<file path="config.mk">
export PLATFORM = sky130hd
export DESIGN_NAME = adc_control_pin_sequencer
export DESIGN_NICKNAME = d
export VERILOG_FILES = /design/src/core/adc_ctrl_pkg.sv /design/src/core/cal_request_filter.sv /design/src/core/adc_control_pin_sequencer.sv
export VERILOG_INCLUDE_DIRS = /design/src /design/src/core
export SDC_FILE = /design/constraint.sdc
export NUM_CORES = 1
export LEC_CHECK = 0
export ABC_AREA = 1
export BUFFER_PORTS_ARGS = -buffer_cell sky130_fd_sc_hd__buf_2
export CORE_MARGIN = 8
export CORE_UTILIZATION = 59
export CTS_BUF_LIST = sky130_fd_sc_hd__clkbuf_16
export DETAILED_ROUTE_END_ITERATION = 7
export PLACE_DENSITY = 0.88
export SETUP_SLACK_MARGIN = 0.1
export SKIP_CTS_REPAIR_TIMING = 1
export SLEW_MARGIN = 10
export SYNTH_ARGS = -nofsm -noshare
export SYNTH_HDL_FRONTEND = slang
export SYNTH_SLANG_ARGS = --single-unit
export TNS_END_PERCENT = 30
</file>
<file path="constraint.sdc">
create_clock -name pclk -period 3.15 [get_ports pclk]
set_clock_uncertainty 0.05 [all_clocks]
set_input_delay 0.1575 -clock pclk [delete_from_list [all_inputs] [get_ports pclk]]
set_output_delay 0.1575 -clock pclk [all_outputs]
set_load 0.01 [all_outputs]
</file>
<file path="src/core/adc_ctrl_regs.svh">
// Constants for the converter control sequencer: register map, fields, timing.
// Assumes inclusion by bare name from the package and the design modules.
//
// Contract
// - Power-on calibration starts after the delay picked by cal_delay_select.
// - Request high at power up skips auto calibration until a valid request.
// - calibration_active is high exactly while any calibration runs.
// - output_data_clock is frozen while calibration runs.
// - Calibration starts once request stays high the high-hold count after qualifying low.
// - Power-on calibration covers converter cores and input termination.
// - Full power-down high at power up holds the delay counter until low.
// - Extended control mode ignores delay select and uses the short delay.
// - Edge select high: data changes on rising clock edge; low: falling.
// - Swing select high gives strong drive, low gives low power drive.
// - Dual-edge mode routes one input to both converters on opposite edges; the code clears q_enable in that mode.
// - Pin mode: floating delay-select pin enters dual-edge on I, short delay.
// - Full power-down stops everything; Q power-down stops only Q channel.
// - Powered-down channel outputs are tristated; pipeline data invalid after wake.
// - Power-down waits for running calibration; requests while down are ignored.
`ifndef ADC_CTRL_REGS_SVH
`define ADC_CTRL_REGS_SVH

// Byte address is four times the register index
`define DES_CTRL_INDEX    12'h00d
`define DES_CTRL_ADDR     (`DES_CTRL_INDEX * 12'h004)
`define CAL_CTRL_ADDR     12'h040
`define STATUS_ADDR       12'h044
`define DES_RESET         16'h0000
`define DES_ENABLE_BIT    15
`define DES_PHASE_BIT     14
`define DES_Q_INPUT_BIT   13
`define CAL_SW_REQ_BIT    0
`define CAL_EXT_MODE_BIT  1
`define CAL_HIGH_HOLD     32'd1280
`define CAL_LOW_HOLD      32'd1280
`define CAL_RUN_CYCLES    32'd4096
`define DELAY_SHORT       32'd4096
`define DELAY_LONG        32'd65536
`define PIN_SETTLE_CYCLES 32'd3

`endif

</file>
<file path="src/core/adc_ctrl_pkg.sv">
// Types shared by the converter control sequencer modules.
// Assumes the constants header sits beside it.
`include "adc_ctrl_regs.svh"

package adc_ctrl_pkg;

	typedef enum logic [2:0] {
		ST_POWERUP,
		ST_DELAY,
		ST_IDLE,
		ST_CAL,
		ST_POWER_DOWN
	} seq_state_type;

	typedef struct packed {
		logic        i_enable;
		logic        q_enable;
		logic        i_data_oe;
		logic        q_data_oe;
		logic        dual_edge;
		logic        des_use_q;
		logic        strong_drive;
		logic        rising_edge_out;
		logic        output_data_clock;
		logic        cal_cores;
		logic        cal_termination;
	} analog_ctrl_type;

	typedef struct packed {
		logic        req_seen;
		logic        low_ok;
		logic [31:0] run_count;
		logic        last_level;
	} req_filter_type;

endpackage

</file>
<file path="src/core/cal_request_filter.sv">
// Debounce of the calibrate request pin: counts low and high runs.
// Assumes the pin input is already synchronised to pclk.
`timescale 1ns/1ps
`include "adc_ctrl_regs.svh"

module cal_request_filter #(
	parameter logic [31:0] LOW_HOLD  = `CAL_LOW_HOLD,
	parameter logic [31:0] HIGH_HOLD = `CAL_HIGH_HOLD
) (
	input  wire logic pclk,
	input  wire logic presetn,
	input  wire logic clk_en,
	input  wire logic level,
	output logic      request
);

	adc_ctrl_pkg::req_filter_type state_reg;
	adc_ctrl_pkg::req_filter_type state_next;

	always_comb begin
		state_next            = state_reg;
		state_next.req_seen   = 1'b0;
		state_next.last_level = level;
		if (level != state_reg.last_level) begin
			// Run restarts on every change; a high run keeps the low qualification
			state_next.run_count = 32'h0000_0001;
			if (level)
				state_next.low_ok = (state_reg.run_count >= LOW_HOLD);
			else
				state_next.low_ok = 1'b0;
		end else if (state_reg.run_count != 32'hFFFF_FFFF) begin
			state_next.run_count = state_reg.run_count + 32'h0000_0001;
		end
		if (level && state_reg.low_ok && state_next.run_count == HIGH_HOLD) begin
			state_next.req_seen = 1'b1;
			state_next.low_ok   = 1'b0;
		end
	end

	always_ff @(posedge pclk or negedge presetn) begin
		if (!presetn)
			state_reg <= '{req_seen: 1'b0, low_ok: 1'b0,
				run_count: 32'h0000_0000, last_level: 1'b0};
		else if (clk_en)
			state_reg <= state_next;
	end

	assign request = state_reg.req_seen;

endmodule

</file>
<file path="src/core/adc_control_pin_sequencer.sv">
// Control sequencer: calibration timing, power down, output and dual-edge setup.
// Assumes pins arrive asynchronously and APB runs on pclk.
// Pins are level inputs from another domain; nothing here is edge triggered.
//
// Register access over APB was chosen for this implementation.
`timescale 1ns/1ps
`include "adc_ctrl_regs.svh"

module adc_control_pin_sequencer #(
	parameter logic [31:0] DELAY_SHORT = `DELAY_SHORT,
	parameter logic [31:0] DELAY_LONG  = `DELAY_LONG,
	parameter logic [31:0] CAL_CYCLES  = `CAL_RUN_CYCLES,
	parameter logic [31:0] LOW_HOLD    = `CAL_LOW_HOLD,
	parameter logic [31:0] HIGH_HOLD   = `CAL_HIGH_HOLD
) (
	input  wire logic                      pclk,
	input  wire logic                      presetn,
	input  wire logic                      clk_en,
	input  wire logic                      psel,
	input  wire logic                      penable,
	input  wire logic                      pwrite,
	input  wire logic [11:0]               paddr,
	input  wire logic [31:0]               pwdata,
	output logic      [31:0]               prdata,
	output logic                           pready,
	output logic                           pslverr,
	input  wire logic                      cal_request_pin,
	input  wire logic                      cal_delay_select,
	input  wire logic                      delay_pin_floating,
	input  wire logic                      output_edge_select,
	input  wire logic                      output_swing_select,
	input  wire logic                      full_power_down,
	input  wire logic                      q_channel_power_down,
	output logic                           calibration_active,
	output adc_ctrl_pkg::analog_ctrl_type  analog_ctrl
);

	// ==========================================
	// State
	typedef struct packed {
		// Three-stage pin synchronisers, newest bit lowest
		logic [2:0]                  s_req;
		logic [2:0]                  s_dly;
		logic [2:0]                  s_flt;
		logic [2:0]                  s_edge;
		logic [2:0]                  s_swing;
		logic [2:0]                  s_pd;
		logic [2:0]                  s_pdq;
		adc_ctrl_pkg::seq_state_type seq;
		logic [31:0]                 count;
		logic                        power_on_cal;
		// Register file
		logic [15:0]                 des_ctrl;
		logic                        ext_mode;
		logic                        sw_req;
		logic                        clk_div;
		// Bus answer
		logic [31:0]                 prdata;
		logic                        pready;
		logic                        pslverr;
		logic                        cal_active;
		adc_ctrl_pkg::analog_ctrl_type ctrl;
	} core_state_type;

	core_state_type state_reg;
	core_state_type state_next;
	logic           pin_request;

	// ==========================================
	// Pin synchronisers and decode
	// Debounced level: second and third stages agree
	function automatic logic settled(input logic [2:0] s, input logic prev);
		settled = (s[1] == s[2]) ? s[2] : prev;
	endfunction

	// One select bit per register, shared by the answer and the writes
	function automatic logic [2:0] decode(input logic [11:0] a);
		decode = {a == `STATUS_ADDR, a == `CAL_CTRL_ADDR, a == `DES_CTRL_ADDR};
	endfunction

	logic req_level;
	logic pd_level;
	logic pdq_level;
	logic dly_level;
	logic flt_level;
	logic edge_level;
	logic swing_level;
	logic req_level_reg;
	logic pd_level_reg;
	logic pdq_level_reg;
	logic dly_level_reg;
	logic flt_level_reg;
	logic edge_level_reg;
	logic swing_level_reg;

	// Agreed levels feed all logic; the raw stages are read only here
	assign req_level   = settled(state_reg.s_req, req_level_reg);
	assign pd_level    = settled(state_reg.s_pd, pd_level_reg);
	assign pdq_level   = settled(state_reg.s_pdq, pdq_level_reg);
	assign dly_level   = settled(state_reg.s_dly, dly_level_reg);
	assign flt_level   = settled(state_reg.s_flt, flt_level_reg);
	assign edge_level  = settled(state_reg.s_edge, edge_level_reg);
	assign swing_level = settled(state_reg.s_swing, swing_level_reg);

	// Last agreed level; a disagreement keeps it, so one-cycle glitches never pass but two-cycle pulses do
	always_ff @(posedge pclk or negedge presetn) begin
		if (!presetn) begin
			req_level_reg   <= 1'b0;
			pd_level_reg    <= 1'b0;
			pdq_level_reg   <= 1'b0;
			dly_level_reg   <= 1'b0;
			flt_level_reg   <= 1'b0;
			edge_level_reg  <= 1'b0;
			swing_level_reg <= 1'b0;
		end else if (clk_en) begin
			req_level_reg   <= req_level;
			pd_level_reg    <= pd_level;
			pdq_level_reg   <= pdq_level;
			dly_level_reg   <= dly_level;
			flt_level_reg   <= flt_level;
			edge_level_reg  <= edge_level;
			swing_level_reg <= swing_level;
		end
	end

	// Filter sees the agreed level, so its counts are pin cycles after sync
	cal_request_filter #(
		.LOW_HOLD  (LOW_HOLD),
		.HIGH_HOLD (HIGH_HOLD)
	) u_filter (
		.pclk    (pclk),
		.presetn (presetn),
		.clk_en  (clk_en),
		.level   (req_level),
		.request (pin_request)
	);

	// ==========================================
	// Sequencer and register file
	logic        des_mode;
	logic        pin_des;
	logic [31:0] delay_target;
	logic        apb_access;
	logic        addr_ok;
	logic [2:0]  reg_sel;
	logic        sw_set;
	logic        pd_hold;

	always_comb begin
		// Floating delay pin only counts in pin mode
		pin_des      = !state_reg.ext_mode && flt_level;
		des_mode     = state_reg.ext_mode ? state_reg.des_ctrl[`DES_ENABLE_BIT] : pin_des;
		// Extended mode has no pin choice, only the short delay
		if (state_reg.ext_mode || pin_des)
			delay_target = DELAY_SHORT;
		else
			delay_target = dly_level ? DELAY_LONG : DELAY_SHORT;
		// Access phase is taken once; the registered answer blocks a repeat
		apb_access   = psel && penable && !state_reg.pready;
		reg_sel      = decode(paddr);
		addr_ok      = |reg_sel;
		// Software request seen here so a clear in the same cycle loses
		sw_set       = apb_access && pwrite && reg_sel[1] && pwdata[`CAL_SW_REQ_BIT];
	end

	always_comb begin
		state_next         = state_reg;
		state_next.s_req   = {state_reg.s_req[1:0], cal_request_pin};
		state_next.s_dly   = {state_reg.s_dly[1:0], cal_delay_select};
		state_next.s_flt   = {state_reg.s_flt[1:0], delay_pin_floating};
		state_next.s_edge  = {state_reg.s_edge[1:0], output_edge_select};
		state_next.s_swing = {state_reg.s_swing[1:0], output_swing_select};
		state_next.s_pd    = {state_reg.s_pd[1:0], full_power_down};
		state_next.s_pdq   = {state_reg.s_pdq[1:0], q_channel_power_down};
		state_next.pready  = 1'b0;
		state_next.pslverr = 1'b0;

		// One wait state, then answer; unmapped addresses give an error
		if (apb_access) begin
			state_next.pready  = 1'b1;
			state_next.pslverr = !addr_ok;
			state_next.prdata  = 32'h0000_0000;
			if (pwrite) begin
				if (reg_sel[0])
					state_next.des_ctrl = pwdata[15:0];
				// Extended mode bit and a sticky software request
				if (reg_sel[1]) begin
					state_next.ext_mode = pwdata[`CAL_EXT_MODE_BIT];
					state_next.sw_req   = state_reg.sw_req | pwdata[`CAL_SW_REQ_BIT];
				end
			end else begin
				// Status shows the raw sequencer state; unmapped reads give zero
				case (paddr)
					`DES_CTRL_ADDR: state_next.prdata = {16'h0000, state_reg.des_ctrl};
					`CAL_CTRL_ADDR: state_next.prdata = {30'h0, state_reg.ext_mode,
						state_reg.sw_req};
					`STATUS_ADDR:   state_next.prdata = {29'h0, state_reg.seq};
					default:        state_next.prdata = 32'h0000_0000;
				endcase
			end
		end

		case (state_reg.seq)
			adc_ctrl_pkg::ST_POWERUP: begin
				// Wait for the synchronisers to fill: before that a high pin reads low
				if (state_reg.count < `PIN_SETTLE_CYCLES) begin
					state_next.count = state_reg.count + 32'h0000_0001;
				end else begin
					// Request pin high at power up skips the automatic run
					state_next.count = 32'h0000_0000;
					if (req_level)
						state_next.seq = adc_ctrl_pkg::ST_IDLE;
					else
						state_next.seq = adc_ctrl_pkg::ST_DELAY;
				end
			end
			adc_ctrl_pkg::ST_DELAY: begin
				// Counter stalls while power-down is held, postponing the first run
				if (!pd_level) begin
					state_next.count = state_reg.count + 32'h0000_0001;
					if (state_next.count >= delay_target) begin
						state_next.seq          = adc_ctrl_pkg::ST_CAL;
						state_next.count        = 32'h0000_0000;
						state_next.power_on_cal = 1'b1;
					end
				end
			end
			adc_ctrl_pkg::ST_IDLE: begin
				state_next.count = 32'h0000_0000;
				if (pd_level) begin
					// Power down wins over a pending request
					state_next.seq = adc_ctrl_pkg::ST_POWER_DOWN;
				end else if (pin_request || state_reg.sw_req) begin
					state_next.seq          = adc_ctrl_pkg::ST_CAL;
					state_next.power_on_cal = 1'b0;
					// A request written in this very cycle stays armed
					state_next.sw_req       = sw_set;
				end
			end
			adc_ctrl_pkg::ST_CAL: begin
				// Power down waits here until the run finishes
				state_next.count = state_reg.count + 32'h0000_0001;
				if (state_next.count >= CAL_CYCLES) begin
					state_next.count = 32'h0000_0000;
					state_next.seq   = pd_level ? adc_ctrl_pkg::ST_POWER_DOWN
						: adc_ctrl_pkg::ST_IDLE;
				end
			end
			adc_ctrl_pkg::ST_POWER_DOWN: begin
				// Requests arriving while down are dropped
				state_next.sw_req = 1'b0;
				if (!pd_level)
					state_next.seq = adc_ctrl_pkg::ST_IDLE;
			end
			default: state_next.seq = adc_ctrl_pkg::ST_IDLE;
		endcase

		state_next.cal_active = (state_next.seq == adc_ctrl_pkg::ST_CAL);
		// Data clock runs only in idle, so receivers see it stop in calibration
		state_next.clk_div    = state_reg.clk_div ^ (state_next.seq == adc_ctrl_pkg::ST_IDLE);

		// A held power-down keeps the converters off before the first run too
		pd_hold = pd_level && (state_next.seq == adc_ctrl_pkg::ST_POWERUP
			|| state_next.seq == adc_ctrl_pkg::ST_DELAY);
		state_next.ctrl.i_enable        = state_next.seq != adc_ctrl_pkg::ST_POWER_DOWN
			&& !pd_hold;
		state_next.ctrl.q_enable        = state_next.ctrl.i_enable && !pdq_level
			&& !des_mode;
		state_next.ctrl.i_data_oe       = state_next.ctrl.i_enable;
		state_next.ctrl.q_data_oe       = state_next.ctrl.i_enable && !pdq_level;
		state_next.ctrl.dual_edge       = des_mode;
		state_next.ctrl.des_use_q       = state_reg.ext_mode
			&& state_reg.des_ctrl[`DES_Q_INPUT_BIT];
		state_next.ctrl.strong_drive    = swing_level;
		state_next.ctrl.rising_edge_out = edge_level;
		state_next.ctrl.output_data_clock = state_next.clk_div;
		state_next.ctrl.cal_cores       = state_next.cal_active;
		state_next.ctrl.cal_termination = state_next.cal_active
			&& state_next.power_on_cal;

		// Freeze applied last so every field holds, the bus answer included
		if (!clk_en)
			state_next = state_reg;
	end

	always_ff @(posedge pclk or negedge presetn) begin
		if (!presetn) begin
			// Pin history starts low, the idle level of every pin
			state_reg          <= '0;
			state_reg.seq      <= adc_ctrl_pkg::ST_POWERUP;
			state_reg.des_ctrl <= `DES_RESET;
		end else begin
			state_reg <= state_next;
		end
	end

	// ==========================================
	// Outputs, all straight from the state register
	assign prdata             = state_reg.prdata;
	assign pready             = state_reg.pready;
	assign pslverr            = state_reg.pslverr;
	assign calibration_active = state_reg.cal_active;
	assign analog_ctrl        = state_reg.ctrl;

endmodule

</file>
Word-level counts from Yosys, hierarchy flattened
Index checks and enable logic that the tools add are counted.
Operators by class
  add/subtract/negate cells: 2
  $lt $le $gt $ge: 4
  equality and inequality tests: 22
  multiplexer cells: 39
  bitwise operators: 2
  reductions and logical operators: 35
Operators by type and width (number)
  32-bit one-hot mux with 4 select lines: 1
  32-bit 2-to-1 mux: 3
  36-bit 2-to-1 mux: 2
  32-bit by 1-bit adder with 32-bit output, second input constant: 2
  16-bit one-hot mux with 3 select lines: 1
  35-bit 2-to-1 mux: 1
  17-bit 2-to-1 mux: 2
  32-bit by 11-bit == test with 1-bit output, second input constant: 1
  32-bit by 11-bit >= comparator with 1-bit output, second input constant: 1
  32-bit by 13-bit >= comparator with 1-bit output, second input constant: 1
  32-bit >= comparator: 1
  32-bit by 2-bit < comparator with 1-bit output, second input constant: 1
  32-bit != test, second input constant: 1
  12-bit by 7-bit == test with 1-bit output, second input constant: 2
  1-bit 2-to-1 mux: 17
  16-bit 2-to-1 mux: 1
  3-bit 2-to-1 mux: 5
  3-bit one-hot mux with 5 select lines: 1
  1-bit logical AND: 14
  12-bit by 6-bit == test with 1-bit output, second input constant: 1
  3-bit by 2-bit == test with 1-bit output, second input constant: 4
  2-bit AND reduction: 4
  4-bit AND reduction: 2
  1-bit == test: 7
  other kinds (16): 28
Storage, ports and cells
  register bits after elaboration: 142
  input bits: 57
  output and inout port bits: 46
  word-level logic and storage cells: 138

Longest topological paths before layout
Gate-level depths: netlist of run 1.
  word-level depth: 16
  gate-level depth with buffers: 20
  depth with buffers taken out: 20

Cells and area by module
From an unflattened synthesis of run 1, not the netlist that was laid out.
Unflattened totals
  cells, all modules: 1259
  area, all modules: 8931.1 um2
Modules (own cells, without submodules)
  adc_control_pin_sequencer: instances 1, cells an instance 785, area an instance 6063.3 um2, seq. area each 2702.6 um2
  cal_request_filter: instances 1, cells an instance 474, area an instance 2867.8 um2, seq. area each 875.8 um2

Least setup slack after synthesis of run 1
No wires, ideal clock.
  kind: reg2reg
  start: reg state_reg[66] (netlist bit)
  end: reg state_reg[70] (netlist bit)
  arrival time: 2.312 ns
  required time: 2.973 ns
  setup slack: 0.662 ns
  cell stages (with the launch flop): 18
  path buffers: 1
  cells stage by stage: dfrtp_1 > ha_1 > nand3_1 > o21bai_1 > nand2_1 > ha_1 > nand2_1 > nor2_1 > nand3_1 > nor2_1 > nand3_1 > nand2_1 > nand2_1 > nand4_1 > nand3_4 > nand2_2 > buf_6 > o21ai_2
On the way
  word-level cells in the longest chain between the ends: 5
  elaborated cells on any way between the ends: 9
  classes of those cells: add/sub: 1; order compare: 3; mux: 5
RTL lines
  from (decl): line adc_control_pin_sequencer.sv:65  | core_state_type state_reg;
  from (signal assigned): line adc_control_pin_sequencer.sv:293  | state_reg <= state_next;
  32-bit by 1-bit adder with 32-bit output: line adc_control_pin_sequencer.sv:207, adc_control_pin_sequencer.sv:220, adc_control_pin_sequencer.sv:242
  32-bit >= comparator: line adc_control_pin_sequencer.sv:221  | if (state_next.count >= delay_target) begin
  36-bit 2-to-1 mux: line adc_control_pin_sequencer.sv:221
  36-bit 2-to-1 mux: line adc_control_pin_sequencer.sv:219  | if (!pd_level) begin
  32-bit one-hot mux with 4 select lines *: line adc_control_pin_sequencer.sv:203  | case (state_reg.seq)
Every way passes the cells marked *; elsewhere a longest branch is shown, timed or not. The select of a mux whose other input is x is not followed.
A chain may end at the register's enable or synchronous reset.

Worst setup path after layout of run 1
  start: reg state_reg[115] (netlist bit)
  end: reg state_reg[69] (netlist bit)
On the way
  word-level cells in the longest chain between the ends: 9
RTL lines
  1-bit == test: line adc_control_pin_sequencer.sv:73  | settled = (s[1] == s[2]) ? s[2] : prev;
  1-bit 2-to-1 mux *: line adc_control_pin_sequencer.sv:73
  1-bit logical AND *: line adc_control_pin_sequencer.sv:151  | pin_des = !state_reg.ext_mode && flt_level;
  1-bit logical OR *: line adc_control_pin_sequencer.sv:154  | if (state_reg.ext_mode || pin_des)
  17-bit 2-to-1 mux *: line adc_control_pin_sequencer.sv:154
  32-bit >= comparator *: line adc_control_pin_sequencer.sv:221
  36-bit 2-to-1 mux *: line adc_control_pin_sequencer.sv:221
  36-bit 2-to-1 mux *: line adc_control_pin_sequencer.sv:219
  32-bit one-hot mux with 4 select lines *: line adc_control_pin_sequencer.sv:203
Marked as above.

==> results of run 1 <==
-- cells in the final DEF (no fill, tap or decap), types with 6 or more instances in the layout --
cell type | Yosys | final
nand2_1 | 396 | 395
dfrtp_1 | 142 | 141
nor2_1 | 130 | 130
inv_1 | 112 | 112
nand3_1 | 92 | 92
o21ai_0 | 81 | 81
buf_2 | 1 | 69
dlygate4sd3_1 | 0 | 24
nor3_1 | 17 | 17
clkbuf_16 | 0 | 17
conb_1 | 1 | 16
nand4_1 | 15 | 15
mux2_2 | 15 | 15
nor4_1 | 14 | 14
a32o_1 | 14 | 14
a21oi_1 | 13 | 13
buf_4 | 44 | 13
nand2_2 | 9 | 9
o21ai_2 | 9 | 9
nor2_4 | 7 | 8
xnor2_1 | 6 | 6
-- cells by family (layout without fill, tap and decap cells) --
kind of cell               Yosys count  after routing  share of synthesized area [%]
and+or+nand+nor                    695            695                           34.7
adders and majority gates            6              6                          0.877
other                                1             16                         0.0438
DFF                                142            142                           41.5
AOI/OAI and AO/OA                  130            130                           9.32
xor gates and xnor gates            11             11                           1.13
muxes                               15             15                           1.97
buffers and inverters              192            256                           10.4
-- tightest hold or removal path, stage by stage --
cell and delay, ns:
buf_2 0.10, nor2_1 0.07, nand2_1 0.08, o21ai_0 0.09
-- routing by layer --
layer	up-vias	share of wire, %	track usage, %
li1	3910	-	-
met5	-	0	0
met4	0	2.7	9.46
met2	375	49	40.6
met3	62	7.2	7.46
met1	3868	41	30.1
-- metrics by stage --
stage | setup WS [ns] | hold WS (ns) | cells
2_1_floorplan | 0.662 | -0.188 | 1207
3_3_place_gp | 0.225 | 0.193 | 1399
3_5_place_dp | 0.125 | 0.187 | 1399
4_1_cts | 0.0992 | -0.275 | 1431
5_1_grt | 0.0209 | 0.0968 | 1455
6_report | 0.155 | 0.0606 | 1455
-- power groups by stage --
| stage | registers (mW) | clock network, mW | logic, mW |
|---|---|---|---|
| floorplan | 2.08 | 0 | 0.696 |
| global placement | 2.11 | 0 | 0.860 |
| detailed placement | 2.12 | 0 | 0.890 |
| CTS | 2.09 | 2.21 | 0.903 |
| global route | 2.12 | 2.30 | 1.06 |
| finish | 2.10 | 2.20 | 0.950 |
-- how the worst max path moves through the flow --
stage | slack (ns) | depth (start not counted) | to
2_1_floorplan | 0.66 | 17 | state_reg[70]
3_3_place_gp | 0.23 | 16 | state_reg[69]
3_5_place_dp | 0.13 | 12 | state_reg[69]
4_1_cts | 0.1 | 12 | state_reg[69]
5_1_grt | 0.02 | 17 | analog_ctrl[1]
6_report | 0.15 | 14 | state_reg[69]
-- area by class of cell --
type / instances / area (um^2) / area share (%)
Sequential cell: 142 / 3550 / 36.3
Tap cell: 184 / 230 / 2.35
Clock inverter: 15 / 215 / 2.20
Multi-Input combinational cell: 873 / 4200 / 43.0
Timing Repair Buffer: 108 / 714 / 7.31
Inverter: 116 / 435 / 4.45
Clock buffer: 17 / 425 / 4.35
==> results.py, run 1 <==
metrics = {
    "route": {
        "ant_nets": 0,
        "first_pass_iters": 8,
        "vias": 8215,
        "totalWireLength_mm": 23.9,
        "wire_per_inst_um": 16.4,
        "drc": 0,
        "first_iter_violations": 867,
        "vias_per_cell": 5.65,
    },
    "setup_path": {
        "critPathCaptureType": "flop",
        "r2r_cells": 14,
        "cp_num_buf_inv": 0,
        "cp_cell_sequence": "o21ai_0 -> nand3_1 -> ha_1 -> nand2_1 -> nor2_1 -> nand3_1 -> nor2_1 -> nand3_1 -> nand2_1 -> nand2_1 -> nand4_1 -> nand3_4 -> nand2_4 -> o21ai_0",
        "max_stage_delay_ns": 0.48,
        "crit_family": "simple AND/OR/NAND/NOR gates",
        "critPathArrivalTime_ns": 3.26,
        "r2r_start": "state_reg[115]",
        "cp_slowest_cell": "o21ai_0",
        "cp-startpoint": "state_reg[115]",
        "rr_endpoint": "state_reg[69]",
        "worstSetupPathType": "flop to flop",
        "critPathLaunchType": "flop",
        "cp_max_fo": 11,
        "crit_required_ns": 3.41,
        "reg2reg_slack_ns": 0.15,
    },
    "run": {
        "drv_cap": 0,
    },
    "synth": {
        "synth.ff_latch_count": 142,
        "ys_async_sr_fraction_pct": 100,
        "syn_area_um2": 8560,
        "synth.top_cell.area_share_pct": 41.5,
        "yosysUniqueCellTypes": 42,
        "syn_area_per_cell_um2": 7.18,
        "ys_warn_count": 0,
        "seq_area_frac_synth_pct": 41.5,
        "synth_area_leaders": "dfrtp_1 41%, nand2_1 17%, nor2_1 5.7%, nand3_1 5.4%, inv_1 4.9%",
        "yosys.area.top_type": "dfrtp_1",
        "netlist_instances": 1192,
        "synth_edf_count": 0,
        "synthMostInstantiatedCell": "nand2_1",
        "netlist_top_cells_count": "396 x nand2_1, 142 x dfrtp_1, 130 x nor2_1, 112 x inv_1, 92 x nand3_1",
        "synth-main-ff-cell": "dfrtp_1",
    },
    "layout": {
        "finalInstanceArea_um2": 9780,
        "largest_reg_flops": 75,
        "drive_gt1_share_pct": 13.8,
        "utilization_pct": 68.1,
        "areaGrowthSynthToFinish_pct": 14.2,
        "diodes": 0,
        "nFillCells": 1087,
        "fin_nets": 1321,
    },
    "power_and_ir_drop": {
        "switching_share_pct": 32.3,
        "finalPower_mw": 5.26,
        "ir_drop_mv": 0.485,
        "p_comb_share_pct": 18.1,
        "p_clk_share_pct": 41.9,
        "switching_power_mw": 1.70,
        "intPower_mw": 3.56,
        "p_leak_nw": 4.78,
        "p_seq_share_pct": 40.0,
        "power_density_nw_per_um2": 537,
    },
    "clock_network": {
        "tritoncts": "built",
        "numCtsBuffers": 17,
        "cts-htree-levels": 4,
        "clkLatencyLatePin_ns": 0.43,
        "path_clk_slew_ns": 0.07,
        "cts_sinks": 142,
        "cts_buffer_depth": 2,
        "cts_root_buf": "clkbuf_16",
    },
    "min_path": {
        "hp-start": "pwrite",
        "worstHoldPathCells": 4,
        "worst_hold_path.endpoint": "prdata[0]",
        "hp-class": "input port to flop",
    },
    "placement": {
        "post-dp-hpwl_mm": 15.5,
        "io_buffers": 70,
        "placed_area_um2": 8870,
        "gp_congestion": 0.928,
    },
    "status": {
        "status": "complete, no violations",
    },
    "global_route": {
        "grt_max_degree": 96,
        "grt_usage_pct": 24.8,
        "first_global_vias": 7886,
        "grt-ovfl-total": 0,
        "grt_pass1_wl_mm": 37.1,
        "antenna_found_initial": 0,
    },
    "die": {
        "start_util_pct": 59.6,
        "dieArea_um2": 18600,
        "die-height_um": 136,
        "die_w_um": 136,
        "core_um2": 14400,
        "rows": 44,
        "num_io_pins": 103,
    },
    "sta": {
        "rsz0062_at_grt": "true",
        "fmax_mhz": 334,
        "worst_pin_slew_ns": 0.851,
        "hold_viol": 0,
        "finalSetupTns_ns": 0,
        "slew_viol_final": 0,
        "relSlewSlack_pct": 43.2,
        "period_minus_slack_ns": 3.00,
        "finalSetupViolCount": 0,
        "min_period_over_period_pct": 95.1,
    },
}
Note: power is estimated with default switching activity, not from simulation.
==> run 2, diff against run 1 <==
--- a/config.mk
+++ b/config.mk
@@ -9,7 +9,7 @@
 export ABC_AREA = 1
-export BUFFER_PORTS_ARGS = -buffer_cell sky130_fd_sc_hd__buf_2
 export CORE_MARGIN = 8
-export CORE_UTILIZATION = 59
+export CORE_UTILIZATION = 65
 export CTS_BUF_LIST = sky130_fd_sc_hd__clkbuf_16
 export DETAILED_ROUTE_END_ITERATION = 7
+export DONT_BUFFER_PORTS = 1
 export PLACE_DENSITY = 0.88
==> constraint.sdc (replaced) <==
create_clock -name pclk -period 3.15 [get_ports pclk]
set_clock_uncertainty 0.05 [all_clocks]
set_input_delay 0.945 -clock pclk [delete_from_list [all_inputs] [get_ports pclk]]
set_output_delay 0.945 -clock pclk [all_outputs]
set_load 0.01 [all_outputs]
==> run 2 against run 1 <==
  * Setup slack improved by 0.053 ns
  * Clock power decreased by 13%
  * Combinational power decreased by 15%
  * Final cell count decreased by 7.0%
  * Global-route usage increased by 1.2 points
  * Die area decreased by 8.2%
  * Hold slack improved by 0.092 ns
  * Critical path depth increased by 3
  * Count of clock-buffer cells in the layout unchanged
  * Design area decreased by 7.0%
  * First-iteration DRC count decreased by 13%
  * Utilization increased by 1.7 points
  * Highest routed layer unchanged
==> results.py, run 2 (synthesized netlist as in run 1, its figures left out) <==
metrics = {
    "die": {
        "rows": 42,
        "num_io_pins": 103,
        "core_um2": 13000,
        "die-height_um": 131,
        "die_w_um": 131,
        "dieArea_um2": 17100,
        "start_util_pct": 65.7,
    },
    "route": {
        "vias": 7817,
        "wire_per_inst_um": 15.8,
        "ant_nets": 0,
        "totalWireLength_mm": 21.4,
        "first_pass_iters": 5,
        "first_iter_violations": 755,
        "vias_per_cell": 5.78,
        "drc": 0,
    },
    "global_route": {
        "grt_usage_pct": 26.0,
        "first_global_vias": 7316,
        "antenna_found_initial": 0,
        "grt_pass1_wl_mm": 35.1,
        "grt-ovfl-total": 0,
        "grt_max_degree": 143,
    },
    "power_and_ir_drop": {
        "ir_drop_mv": 0.598,
        "p_leak_nw": 4.31,
        "finalPower_mw": 4.84,
        "power_density_nw_per_um2": 532,
    },
    "sta": {
        "rsz0062_at_grt": "true",
        "slew_viol_final": 0,
        "finalSetupViolCount": 0,
        "period_minus_slack_ns": 2.94,
        "worst_pin_slew_ns": 1.03,
        "min_period_over_period_pct": 93.4,
        "finalSetupTns_ns": 0,
        "fmax_mhz": 340,
        "hold_viol": 0,
        "relSlewSlack_pct": 31.0,
    },
    "setup_path": {
        "critPathLaunchType": "flop",
        "critPathArrivalTime_ns": 3.19,
        "cp_cell_sequence": "ha_4 -> nand3_1 -> o21bai_1 -> nand2_1 -> ha_1 -> nand2_1 -> nor2_1 -> nand3_1 -> nor2_1 -> nand3_1 -> nand2_1 -> nand2_1 -> nand4_1 -> nand3_4 -> buf_4 -> nand3_1 -> o21ai_0",
        "critPathCaptureType": "flop",
        "crit_family": "simple AND/OR/NAND/NOR gates",
        "cp_slowest_cell": "dfrtp_1",
        "worstSetupPathType": "flop to flop",
        "cp_max_fo": 6,
        "crit_required_ns": 3.40,
        "cp_num_buf_inv": 1,
        "max_stage_delay_ns": 0.48,
    },
    "clock_network": {
        "clkLatencyLatePin_ns": 0.43,
        "cts_root_buf": "clkbuf_16",
        "cts_sinks": 142,
        "tritoncts": "built",
        "cts_buffer_depth": 2,
        "cts-htree-levels": 4,
        "numCtsBuffers": 17,
        "path_clk_slew_ns": 0.07,
    },
    "layout": {
        "drive_gt1_share_pct": 9.18,
        "diodes": 0,
        "final_common_cell": "nand2_1",
        "nFillCells": 1054,
        "largest_reg_flops": 75,
        "final_cell_mix": "396 x nand2_1, 138 x dfrtp_1, 130 x nor2_1, 113 x inv_1, 92 x nand3_1",
        "fin_nets": 1227,
        "areaGrowthSynthToFinish_pct": 6.15,
    },
    "run": {
        "drv_cap": 0,
    },
    "placement": {
        "io_buffers": 0,
        "post-dp-hpwl_mm": 14.7,
        "gp_congestion": 0.941,
    },
    "min_path": {
        "hp-class": "input port to asynchronous set/reset pin",
    },
    "status": {
        "status": "complete, no violations",
    },
}
[run 2: per-layer routing]
metal | share of wire, % | vias up | GRT usage [%]
met5 | 0 | - | 0
met4 | 1.9 | 0 | 8.51
met3 | 8.5 | 41 | 7.47
met2 | 48 | 371 | 42.4
met1 | 41 | 3682 | 32.8
li1 | - | 3723 | -
[run 2: final cells by class]
cell class / instances / area (um^2) / area share [%]
multi-input combinational: 873 / 4200 / 46.2
timing repair buffer: 14 / 118 / 1.29
inverter: 116 / 435 / 4.79
sequential: 142 / 3560 / 39.1
clock inverter: 15 / 129 / 1.42
clock buffer: 17 / 425 / 4.68
tap: 176 / 220 / 2.42
[run 2: power by group]
group | leakage (nW) | internal [mW] | switching [mW]
Sequential | 1.91 | 1.95 | 0.163
Combinational | 2.13 | 0.262 | 0.548
Clock | 0.269 | 1.03 | 0.876
Total | 4.31 | 3.25 | 1.59
[run 2: stage by stage]
stage,hold slack [ns],setup slack [ns],instances,instance area [um^2],utilization [%]
after global routing,0.141,0.0202,1353,9090,69.7
after detailed placement,0.409,0.211,1321,8510,65.3
final,0.153,0.208,1353,9090,69.7
after floorplan,0.392,0.627,1207,8620,-
after global placement,0.406,0.252,1321,8510,65.3
after CTS,0.143,0.120,1353,9060,69.5
[run 2: worst paths after layout]
kind / startpoint / to / slack (ns) / cells after the start
worst min register to register: state_reg[109] / state_reg[109] / 0.43 / 2
worst min-delay path: presetn / prdata[5] / 0.15 / 0
min in group pclk: state_reg[109] / state_reg[109] / 0.43 / 2
max in group asynchronous: presetn / u_filter.state_reg[30] / 2.72 / 0
worst max-delay path: state_reg[67] / state_reg[75] / 0.21 / 17
worst max register to register: state_reg[67] / state_reg[75] / 0.21 / 17
==> run 3, diff against run 2 <==
Settings changed: CORE_UTILIZATION 65 to 58, PLACE_DENSITY 0.88 to 0.83.
Clock period 3.15 ns to 2.6 ns, I/O delays scaled along.
==> run 3 against run 2 <==
  * Final cell count is 4.7% higher
  * The run now ends with negative hold slack left
  * Total power is 31% higher
  * Register-to-register slack worse by 0.20 ns
==> results.py, run 3 (synthesized netlist as in run 1, its figures left out) <==
metrics = {
    "global_route": {
        "grt_usage_pct": 23.7,
        "grt_max_degree": 143,
        "antenna_found_initial": 0,
        "first_global_vias": 7497,
        "grt-ovfl-total": 0,
        "grt_pass1_wl_mm": 35.7,
    },
    "setup_path": {
        "critPathLaunchType": "flop",
        "rr_endpoint": "state_reg[81]",
        "critPathArrivalTime_ns": 2.90,
        "crit_required_ns": 2.91,
        "cp_slowest_cell": "dfrtp_1",
        "critPathCaptureType": "flop",
        "worstSetupPathType": "flop to flop",
        "cp_max_fo": 5,
        "r2r_cells": 17,
        "max_stage_delay_ns": 0.41,
        "r2r_start": "state_reg[67]",
        "reg2reg_slack_ns": 0.006,
        "cp_cell_sequence": "ha_4 -> nand2_4 -> nor2_4 -> nand2_4 -> nor2_4 -> buf_6 -> nand2_2 -> nand2_1 -> nand2_1 -> nor2_1 -> nand2_1 -> nor2_4 -> nand4_1 -> nand3_4 -> nand2_4 -> clkbuf_16 -> o21ai_2",
    },
    "sta": {
        "setup_ws_ns": 0.00607,
        "relSlewSlack_pct": 66.5,
        "worst_pin_slew_ns": 0.503,
        "hold_viol": 24,
        "finalSetupTns_ns": 0,
        "rsz0062_at_grt": "true",
        "fmax_mhz": 386,
        "slew_viol_final": 0,
        "min_period_over_period_pct": 99.8,
        "whs_ns": -0.0137,
        "finalSetupViolCount": 0,
        "period_minus_slack_ns": 2.59,
    },
    "die": {
        "num_io_pins": 103,
        "rows": 44,
        "core_um2": 14500,
        "dieArea_um2": 18900,
        "die-height_um": 138,
        "die_w_um": 138,
        "start_util_pct": 59.1,
    },
    "route": {
        "vias_per_cell": 5.66,
        "ant_nets": 0,
        "vias": 8016,
        "drc": 0,
        "totalWireLength_mm": 22.3,
        "first_iter_violations": 765,
        "wire_per_inst_um": 15.8,
        "first_pass_iters": 7,
    },
    "layout": {
        "diodes": 0,
        "drive_gt1_share_pct": 15.3,
        "finalInstanceArea_um2": 9740,
        "largest_reg_flops": 75,
        "areaGrowthSynthToFinish_pct": 13.7,
        "fin_nets": 1283,
        "final_cell_mix": "386 x nand2_1, 139 x dfrtp_1, 123 x nor2_1, 112 x inv_1, 87 x nand3_1",
        "final_common_cell": "nand2_1",
        "nFillCells": 1155,
    },
    "placement": {
        "post-dp-hpwl_mm": 15.6,
        "placed_area_um2": 8850,
        "dp_worst_setup_slack_ns": 0.0142,
        "io_buffers": 0,
        "gp_congestion": 0.926,
    },
    "clock_network": {
        "cts_buffer_depth": 2,
        "cts_root_buf": "clkbuf_16",
        "path_clk_slew_ns": 0.07,
        "cts_sinks": 142,
        "cts-htree-levels": 4,
        "clkLatencyLatePin_ns": 0.43,
        "numCtsBuffers": 17,
        "tritoncts": "built",
    },
    "power_and_ir_drop": {
        "p_clk_share_pct": 39.4,
        "switching_power_mw": 2.09,
        "intPower_mw": 4.24,
        "power_density_nw_per_um2": 650,
        "switching_share_pct": 33.1,
        "p_leak_nw": 4.70,
        "p_comb_share_pct": 20.1,
        "ir_drop_mv": 0.647,
        "p_seq_share_pct": 40.5,
    },
    "min_path": {
        "hp-class": "input port to asynchronous set/reset pin",
    },
    "status": {
        "status": "complete, but fails checks",
        "violations": "negative hold slack",
    },
    "run": {
        "drv_cap": 0,
    },
}
==> run 3: worst max-delay path by stage <==
stage / from / to / slack, ns / cells after the start
4_1_cts: state_reg[67] / state_reg[69] / -0.04 / 13
5_1_grt: state_reg[76] / state_reg[75] / -0.13 / 18
2_1_floorplan: state_reg[66] / state_reg[70] / 0.11 / 17
3_5_place_dp: state_reg[67] / state_reg[69] / 0.01 / 15
3_3_place_gp: state_reg[66] / state_reg[69] / 0.07 / 13
6_report: state_reg[67] / state_reg[81] / 0.006 / 17
==> run 3: final cells by class <==
cell class	instances	area (um^2)	area share [%]
multi-input combinational	873	4330	44.4
sequential	142	3560	36.5
timing repair buffer	70	592	6.08
inverter	116	435	4.47
clock buffer	17	425	4.37
tap	184	230	2.36
clock inverter	15	171	1.76
==> run 3: critical path: cells and delay by family (launching register included) <==
| kind | cells | cell delay (ns) |
|---|---|---|
| AOI/OAI and AO/OA | 1 | 0.10 |
| adders and majority gates | 1 | 0.20 |
| buffers and inverters | 2 | 0.29 |
| DFF | 1 | 0.41 |
| and+or+nand+nor | 13 | 1.45 |
==> run 3: power by group through the flow <==
| stage | clock network (mW) | registers [mW] | logic (mW) |
|---|---|---|---|
| floorplan | 0 | 2.51 | 0.843 |
| finish | 2.49 | 2.56 | 1.27 |
| detailed placement | 0 | 2.58 | 1.08 |
| global placement | 0 | 2.57 | 1.05 |
| CTS | 2.51 | 2.54 | 1.09 |
| global route | 2.59 | 2.58 | 1.40 |
==> run 3: through the flow <==
stage / util (%) / std cells / power (mW)
5_1_grt: 67.2 / 1417 / 6.57
3_5_place_dp: 61.1 / 1370 / 3.66
6_report: 67.2 / 1417 / 6.33
2_1_floorplan: - / 1207 / 3.36
4_1_cts: 65.2 / 1402 / 6.15
3_3_place_gp: 61.1 / 1370 / 3.63
==> run 3: layer usage <==
layer  track usage, %  part of all wire (%)  up-vias
met3             8.28                   9.0       47
met4             8.27                   2.4        0
met5                0                     0        -
met2             37.4                    47      335
met1             29.6                    42     3795
li1                 -                     -     3839
